### config.mk
export PLATFORM = sky130hd
export DESIGN_NAME = return_address_stack
export DESIGN_NICKNAME = d
export VERILOG_FILES = /design/src/logic/ret_stack_pkg.sv /design/src/logic/return_address_stack.sv
export VERILOG_INCLUDE_DIRS = /design/src /design/src/logic
export SDC_FILE = /design/constraint.sdc
export NUM_CORES = 1
export LEC_CHECK = 0
export BUFFER_PORTS_ARGS = -buffer_cell sky130_fd_sc_hd__buf_2
export CORE_MARGIN = 2
export CORE_UTILIZATION = 60
export DETAILED_ROUTE_END_ITERATION = 12
export HOLD_SLACK_MARGIN = 0.02
export PLACE_DENSITY_LB_ADDON = 0.15
export SETUP_SLACK_MARGIN = 0.05
export SYNTH_ARGS = -nofsm -noshare
export SYNTH_HDL_FRONTEND = slang
export SYNTH_SLANG_ARGS = --single-unit
### constraint.sdc
create_clock -name sys_clk -period 11.4 [get_ports sys_clk]
set_clock_uncertainty 0.15 [all_clocks]
set_input_delay 1.71 -clock sys_clk [delete_from_list [all_inputs] [get_ports sys_clk]]
set_output_delay 1.71 -clock sys_clk [all_outputs]
set_load 0.05 [all_outputs]
### src/logic/ret_stack_map.svh
/*
  Constants for the return address stack: register offsets, field positions,
  reset values and sizes. Assumes inclusion by bare name from the design files.
*/
`ifndef RET_STACK_MAP_SVH
`define RET_STACK_MAP_SVH

// register offsets on the plain register port
`define REG_STACK_POINTER 3'h0
`define REG_TOP_LOW 3'h1
`define REG_TOP_HIGH 3'h2
`define REG_TOP_UPPER 3'h3
`define REG_CONFIG 3'h4

// stack pointer register fields
`define FULL_BIT 7
`define UNDERFLOW_BIT 6
`define PTR_MSB 4

// sizes and reset values
`define STACK_DEPTH 5'h1F
`define PTR_RESET 5'h00
`define CONFIG_RESET 8'h01

`endif

### src/logic/ret_stack_pkg.sv
/*
  Types for the return address stack.
  Assumes nothing beyond a SystemVerilog compiler.
*/
package ret_stack_pkg;
  typedef logic [20:0] addr_type;
  typedef logic [4:0] ptr_type;
  typedef enum logic [2:0] {
    OP_NONE = 3'b001,
    OP_PUSH = 3'b010,
    OP_POP = 3'b100
  } op_type;
endpackage

### src/logic/return_address_stack.sv
/*
  Return address stack: 31 x 21-bit hardware stack, pointer and flags,
  top-of-stack registers, one-level fast shadow store.
  Assumes the core sequencer drives one-cycle command pulses on sys_clk and
  that the register port is a same-clock master with one-cycle strobes.
*/
// Implementation choices: the strobed register port and the register offsets.
`timescale 1ns/1ps
`include "ret_stack_map.svh"

// Function
// - stack is 31 words of 21 bits, 5-bit pointer, own address space.
// - call, relative call and interrupt acknowledge push the pc.
// - returns pop; add/subtract unlink also pop with extended set.
// - calls and returns leave upper and high pc latches untouched.
// - push increments pointer first, then writes pc to new entry.
// - pop reads entry at pointer, then decrements pointer.
// - reset clears pointer; pointer zero has no storage, empty only.
// - upper, high, low top registers access entry at pointer.
// - software reads and writes pointer, range 0 to 31.
// - full flag sets after 31 pushes without a pop.
// - with error reset, 31st push stores pc plus two, flags, resets.
// - without error reset, pointer stays 31, entry 31 not overwritten.
// - pop at zero returns zero, sets underflow, pointer stays zero.
// - error reset enable decides whether full/underflow reset the device.
// - flags bits 7 and 6 sticky until software or power-on clears.
// - pointer in bits 4..0, bit 5 reads zero.
// - software push increments pointer and stores current pc.
// - software pop only decrements pointer.
// - one-level shadow of status, working, bank select; not software visible.
// - every interrupt vectoring captures shadow, nesting overwrites.
// - fast call saves shadow; fast return restores all three.
// - pc bit 0 held zero on every stored or restored address.
module return_address_stack
  import ret_stack_pkg::*;
(
  input wire logic sys_clk,
  input wire logic rstn,
  input wire logic por_n,
  input wire logic extended_set_enable,
  input wire logic call_push,
  input wire logic int_ack_push,
  input wire logic sw_push,
  input wire logic ret_pop,
  input wire logic unlink_pop,
  input wire logic sw_pop,
  input wire logic fast_save,
  input wire logic fast_restore,
  input wire logic [20:0] pc_in,
  input wire logic [7:0] status_in,
  input wire logic [7:0] working_register_in,
  input wire logic [3:0] bank_select_register_in,
  input wire logic [2:0] reg_addr,
  input wire logic [7:0] reg_wdata,
  input wire logic reg_wr,
  input wire logic reg_rd,
  output logic [7:0] reg_rdata,
  output logic [20:0] pc_load,
  output logic pc_load_valid,
  output logic [7:0] status_restore,
  output logic [7:0] working_register_restore,
  output logic [3:0] bank_select_register_restore,
  output logic restore_valid,
  output logic stack_reset_req
);

  addr_type stack_mem [1:31];
  ptr_type ptr_q;
  logic stack_full_flag_q;
  logic stack_underflow_flag_q;
  logic stack_error_reset_enable_q;
  logic [7:0] shadow_status_q;
  logic [7:0] shadow_working_q;
  logic [3:0] shadow_bank_q;
  logic por_meta_q;
  logic por_sync_q;
  logic reset_pending_q;
  op_type op;
  logic do_push;
  logic do_pop;
  logic hw_pop;
  logic at_full;
  addr_type top_word;
  addr_type push_value;
  logic sw_wr_ptr;
  logic sw_wr_top;
  ptr_type ptr_d;

  // power-on strap synchronised; only the second stage is read
  always_ff @(posedge sys_clk or negedge rstn) begin
    if (!rstn) begin
      por_meta_q <= 1'b0;
      por_sync_q <= 1'b0;
    end else begin
      por_meta_q <= por_n;
      por_sync_q <= por_meta_q;
    end
  end

  // command decode; unlink pops only with the extended set
  assign hw_pop = ret_pop | (unlink_pop & extended_set_enable);
  assign do_push = call_push | int_ack_push | sw_push;
  assign do_pop = hw_pop | sw_pop;
  always_comb begin
    if (do_push) begin
      op = OP_PUSH;
    end else if (do_pop) begin
      op = OP_POP;
    end else begin
      op = OP_NONE;
    end
  end

  assign at_full = (ptr_q == `STACK_DEPTH);
  assign top_word = (ptr_q == `PTR_RESET) ? 21'h000000 : stack_mem[ptr_q];
  // the entry at 30->31 with error reset enabled takes pc plus two
  assign push_value = (ptr_q == 5'h1E && stack_error_reset_enable_q) ?
                      (pc_in + 21'h000002) & 21'h1FFFFE :
                      pc_in & 21'h1FFFFE;

  // software pointer and top writes lose to any same-cycle stack operation
  assign sw_wr_ptr = reg_wr && (reg_addr == `REG_STACK_POINTER) && op == OP_NONE;
  assign sw_wr_top = reg_wr && op == OP_NONE && ptr_q != `PTR_RESET &&
                     (reg_addr == `REG_TOP_LOW || reg_addr == `REG_TOP_HIGH ||
                      reg_addr == `REG_TOP_UPPER);

  // next pointer
  always_comb begin
    ptr_d = ptr_q;
    case (op)
      OP_PUSH: begin
        if (!at_full) begin
          ptr_d = ptr_q + 5'h01;
        end
      end
      OP_POP: begin
        if (ptr_q != `PTR_RESET) begin
          ptr_d = ptr_q - 5'h01;
        end
      end
      default: begin
        if (sw_wr_ptr) begin
          ptr_d = reg_wdata[`PTR_MSB:0];
        end
      end
    endcase
  end

  // pointer register; a stack error reset also drops it to zero
  always_ff @(posedge sys_clk or negedge rstn) begin
    if (!rstn) begin
      ptr_q <= `PTR_RESET;
    end else if (reset_pending_q) begin
      ptr_q <= `PTR_RESET;
    end else begin
      ptr_q <= ptr_d;
    end
  end

  // storage: push writes the new entry, software writes the top byte lanes
  always_ff @(posedge sys_clk) begin
    if (op == OP_PUSH && !at_full) begin
      stack_mem[ptr_q + 5'h01] <= push_value;
    end else if (sw_wr_top) begin
      if (reg_addr == `REG_TOP_LOW) begin
        stack_mem[ptr_q][7:0] <= {reg_wdata[7:1], 1'b0};
      end else if (reg_addr == `REG_TOP_HIGH) begin
        stack_mem[ptr_q][15:8] <= reg_wdata;
      end else begin
        stack_mem[ptr_q][20:16] <= reg_wdata[4:0];
      end
    end
  end

  // sticky flags; set wins over a software clear, software or power-on clears
  always_ff @(posedge sys_clk or negedge rstn) begin
    if (!rstn) begin
      stack_full_flag_q <= 1'b0;
      stack_underflow_flag_q <= 1'b0;
    end else if (!por_sync_q) begin
      stack_full_flag_q <= 1'b0;
      stack_underflow_flag_q <= 1'b0;
    end else begin
      if (op == OP_PUSH && (ptr_q == 5'h1E || at_full)) begin
        stack_full_flag_q <= 1'b1;
      end else if (sw_wr_ptr && !reg_wdata[`FULL_BIT]) begin
        stack_full_flag_q <= 1'b0;
      end
      if (op == OP_POP && ptr_q == `PTR_RESET) begin
        stack_underflow_flag_q <= 1'b1;
      end else if (sw_wr_ptr && !reg_wdata[`UNDERFLOW_BIT]) begin
        stack_underflow_flag_q <= 1'b0;
      end
    end
  end

  // error reset enable lives in a config register; default set
  always_ff @(posedge sys_clk or negedge rstn) begin
    if (!rstn) begin
      stack_error_reset_enable_q <= 1'b1;
    end else if (reg_wr && reg_addr == `REG_CONFIG) begin
      stack_error_reset_enable_q <= reg_wdata[0];
    end
  end

  // device reset request two cycles after the full or underflow event
  always_ff @(posedge sys_clk or negedge rstn) begin
    if (!rstn) begin
      reset_pending_q <= 1'b0;
      stack_reset_req <= 1'b0;
    end else begin
      reset_pending_q <= stack_error_reset_enable_q &&
                         ((op == OP_PUSH && ptr_q == 5'h1E) ||
                          (op == OP_POP && ptr_q == `PTR_RESET));
      stack_reset_req <= reset_pending_q;
    end
  end

  // pc reload on hardware pops only; latches are never driven from here
  always_ff @(posedge sys_clk or negedge rstn) begin
    if (!rstn) begin
      pc_load <= 21'h000000;
      pc_load_valid <= 1'b0;
    end else begin
      pc_load_valid <= (op == OP_POP) && hw_pop;
      if (op == OP_POP && hw_pop) begin
        pc_load <= top_word & 21'h1FFFFE;
      end
    end
  end

  // shadow store: every interrupt or fast call overwrites it
  always_ff @(posedge sys_clk or negedge rstn) begin
    if (!rstn) begin
      shadow_status_q <= 8'h00;
      shadow_working_q <= 8'h00;
      shadow_bank_q <= 4'h0;
    end else if (int_ack_push || (call_push && fast_save)) begin
      shadow_status_q <= status_in;
      shadow_working_q <= working_register_in;
      shadow_bank_q <= bank_select_register_in;
    end
  end

  // restore outputs on a fast return
  always_ff @(posedge sys_clk or negedge rstn) begin
    if (!rstn) begin
      status_restore <= 8'h00;
      working_register_restore <= 8'h00;
      bank_select_register_restore <= 4'h0;
      restore_valid <= 1'b0;
    end else begin
      restore_valid <= ret_pop && fast_restore;
      status_restore <= shadow_status_q;
      working_register_restore <= shadow_working_q;
      bank_select_register_restore <= shadow_bank_q;
    end
  end

  // register read port, data the cycle after the strobe
  always_ff @(posedge sys_clk or negedge rstn) begin
    if (!rstn) begin
      reg_rdata <= 8'h00;
    end else if (reg_rd) begin
      if (reg_addr == `REG_STACK_POINTER) begin
        reg_rdata <= {stack_full_flag_q, stack_underflow_flag_q, 1'b0, ptr_q};
      end else if (reg_addr == `REG_TOP_LOW) begin
        reg_rdata <= top_word[7:0];
      end else if (reg_addr == `REG_TOP_HIGH) begin
        reg_rdata <= top_word[15:8];
      end else if (reg_addr == `REG_TOP_UPPER) begin
        reg_rdata <= {3'h0, top_word[20:16]};
      end else if (reg_addr == `REG_CONFIG) begin
        reg_rdata <= {7'h00, stack_error_reset_enable_q};
      end else begin
        reg_rdata <= 8'h00; // unmapped
      end
    end else begin
      reg_rdata <= 8'h00;
    end
  end

endmodule // return_address_stack
==> flow_metrics.env <==
export IMPL_leakage_nw=10.9
export IMPL_status="complete, no violations"
export IMPL_vias=16079
export IMPL_path_cells="clkinv_1 -> ha_1 -> or4b_4 -> nand4_4 -> or2_1 -> buf_4 -> a21oi_2 -> nand2_2 -> nor3_1"
export IMPL_grt_overflow_total=0
export IMPL_synth_area_per_cell_um2=17.4
export IMPL_synth_simple_gate_area_share_pct=5.77
export IMPL_cts_clk_slew_worst_paths_ns=0.06
export IMPL_synth_common_cells="edfxtp_1 (620), nor2_1 (146), mux2i_1 (103), mux4_2 (101), dfrtp_1 (81)"
export IMPL_setup_violations=0
export IMPL_grt_antenna_before_repair=3
export IMPL_synth_compound_area_share_pct=4.98
export IMPL_synthMuxAreaShare_pct=13.6
export IMPL_seq_power_share_pct=39.8
export IMPL_start_util_pct=61.0
export IMPL_cts_tree="built"
export IMPL_via_per_inst=6.61
export IMPL_grt_max_degree=109
export IMPL_critical_path_slowest_cell="nor3_1"
export IMPL_ys_types=72
export IMPL_wl_per_cell_um=28.4
export IMPL_htreeDepth=3
export IMPL_wl_mm=69.2
export IMPL_io_buffers=115
export IMPL_r2r_slack_ns=5.88
export IMPL_gp_congestion=0.873
export IMPL_drc_errors=0
export IMPL_cap_violations=0
export IMPL_finalCriticalPeriod_ns=5.52
export IMPL_nets=1847
export IMPL_row_count=79
export IMPL_worst_path_max_fanout=40
export IMPL_p_sw_share_pct=36.4
export IMPL_critPathBufInv=2
export IMPL_max_slew_margin_rel_pct=12.4
export IMPL_fillers=3061
export IMPL_clk_latency_ns=0.61
export IMPL_syn2layout_area_growth_pct=11.9
export IMPL_crit_arrival_ns=5.59
export IMPL_yosysMostFrequentCell="edfxtp_1"
export IMPL_hp_class="reg2reg"
export IMPL_syn_num_nets=1712
export IMPL_cpLargestDelayFamily="simple AND/OR/NAND/NOR gates"
export IMPL_synth_seq_cells=702
export IMPL_numCtsBuffers=70
export IMPL_die_h_um=222
export IMPL_yosys_area_share_adder_pct=0.263
export IMPL_hpwl_mm=44.0
export IMPL_antenna_left=0
export IMPL_worst_setup_path_type="reg2reg"
export IMPL_startpoint_type="flop"
export IMPL_finalSetupTns_ns=0
export IMPL_grt_pass1_wl_mm=102
export IMPL_endpoint_kind="flop"
export IMPL_hold_violations=0
export IMPL_holdWs_ns=0.218
export IMPL_first_global_vias=15823
export IMPL_period_share_pct=48.4
export IMPL_grtUsageTotal_pct=28.4
export IMPL_synth_cell_area_um2=28500
export IMPL_synth_area_leaders="edfxtp_1 (65%), mux4_2 (8.0%), dfrtp_1 (7.1%)"
export IMPL_rsz0062_at_grt="no"
export IMPL_core_area_um2=46800
export IMPL_cp_data_required_time_ns=11.47
export IMPL_postSynth_asyncResetShare_pct=11.7
export IMPL_fmaxAchievable_mhz=181
export IMPL_clockBufferDepth=3
export IMPL_io_pins=118
export IMPL_yosysTopAreaCellShare_pct=65.3
export IMPL_synth_top_area_cell="edfxtp_1"
export IMPL_p_int_w=0.00550
export IMPL_synth_edf_count=620
export IMPL_vdd_drop_max_v=0.000254
export IMPL_postCtsSetupRepairBufs=0
export IMPL_clock_sinks=702
export IMPL_ctsResizeCount=0
export IMPL_syn_inst=1640
export IMPL_combPwrFrac_pct=34.8
export IMPL_chipWidth_um=222
export IMPL_critical_path_max_stage_delay_ns=1.04
export IMPL_drt_iter0_markers=2249
export IMPL_synth_warnings=0
export IMPL_synth_seq_area_share_pct=72.5
export IMPL_die_area_um2=49300
export IMPL_finalMaxSlewViolations=0
export IMPL_drive_above_1_share_pct=24.1
export IMPL_powerDensity_nw_per_um2=271
export IMPL_synthFlopType="edfxtp_1"
export IMPL_root_buffer="clkbuf_16"
export IMPL_worst_pin_slew_ns=1.31
export IMPL_synth_xor_area_share_pct=0.763
export IMPL_clkPwrFrac_pct=25.3
export IMPL_dr_pass1_iters=7
export IMPL_p_sw_w=0.00315
export IMPL_synth_top_family_by_area="multiplexers"
export IMPL_cts_hold_buffers=0
## state kept, by name, summed over array words and instances (netlist names)
signal and flops:
shadow_status_q 8, ptr_q 5, shadow_bank_q 4, reg_rdata 8, stack_error_reset_enable_q 1, stack_mem 620
reset_pending_q 1, por_meta_q 1, bank_select_register_restore 4, stack_full_flag_q 1, stack_underflow_flag_q 1, restore_valid 1
status_restore 8, pc_load 20, por_sync_q 1, pc_load_valid 1, working_register_restore 8, shadow_working_q 8
stack_reset_req 1
## kinds of logic (layout without fill, tap and decap cells)
group                    after synthesis  after routing
flip-flops                           702            702
AND/OR/NAND/NOR                      342            342
multiplexers                         254            254
AO/OA/AOI/OAI                        208            208
buffers and inverters                103            288
XOR/XNOR                              24             24
adder cells (fa/ha/maj)                6              6
other                                  1              3
## through the flow
step	instance area, um^2	utilization [%]	setup slack (ns)	instances	total power, W
final	31900	68.3	5.88	2434	0.00865
after global routing	31900	68.2	5.71	2433	0.00892
after CTS	31900	68.2	6.01	2431	0.00863
after detailed placement	29700	63.6	5.74	2309	0.00645
after global placement	29700	63.6	5.80	2309	0.00640
after floorplan	28500	-	7.03	1640	0.00543
## power groups by stage
stage / combinational [W] / sequential [W] / clock (W)
final: 0.00301 / 0.00344 / 0.00219
after global routing: 0.00314 / 0.00348 / 0.00231
after CTS: 0.00297 / 0.00345 / 0.00221
after detailed placement: 0.00295 / 0.00350 / 0
after global placement: 0.00292 / 0.00347 / 0
after floorplan: 0.00187 / 0.00356 / 0
## final cells by class
cell class	count	area (um^2)	area share, %
timing repair buffer	154	891	2.79
clock inverter	29	221	0.694
clock buffer	93	1920	6.01
tap	607	759	2.38
sequential	702	20700	64.8
multi-input combinational	835	7390	23.2
inverter	12	45.0	0.141
antenna	2	5.00	0.0157
## worst paths after layout
path	startpoint	to	cells past startpoint
min in group asynchronous	rstn	status_restore[6]	1
setup / recovery	ptr_q[1]	stack_mem[2][8]	9
hold reg to reg	por_meta_q	por_sync_q	0
max in group asynchronous	rstn	ptr_q[1]	1
hold / removal	por_meta_q	por_sync_q	0
setup reg to reg	ptr_q[1]	stack_mem[2][8]	9
## per-layer routing
| metal | up-vias | global-route usage [%] | part of all wire (%) |
|---|---|---|---|
| li1 | 6803 | - | - |
| met1 | 8254 | 40.7 | 41 |
| met2 | 883 | 43.6 | 47 |
| met3 | 139 | 5.92 | 9.5 |
| met4 | 0 | 11.2 | 3.2 |
| met5 | - | 0 | 0 |
## cell usage in the layout (no fill, tap or decap), drive strengths merged, types with 4 or more instances in the layout
cell type	count
clkinv	25
nor2b	14
a31oi	5
ha	6
and3	10
mux2	50
nor2	146
and2	9
clkbuf	93
nor3	25
nand2b	10
o22ai	9
dfrtp	81
o31ai	5
a311oi	4
edfxtp	620
nand3	28
a211o	4
buf	154
mux2i	103
o211ai	4
inv	13
a22o	7
nand4	31
o21ai	21
a211oi	17
mux4	101
a21boi	5
xnor2	20
nand2	47
xor2	4
a21oi	56
a22oi	54
or3	4
(Power assumes the default switching activity.)
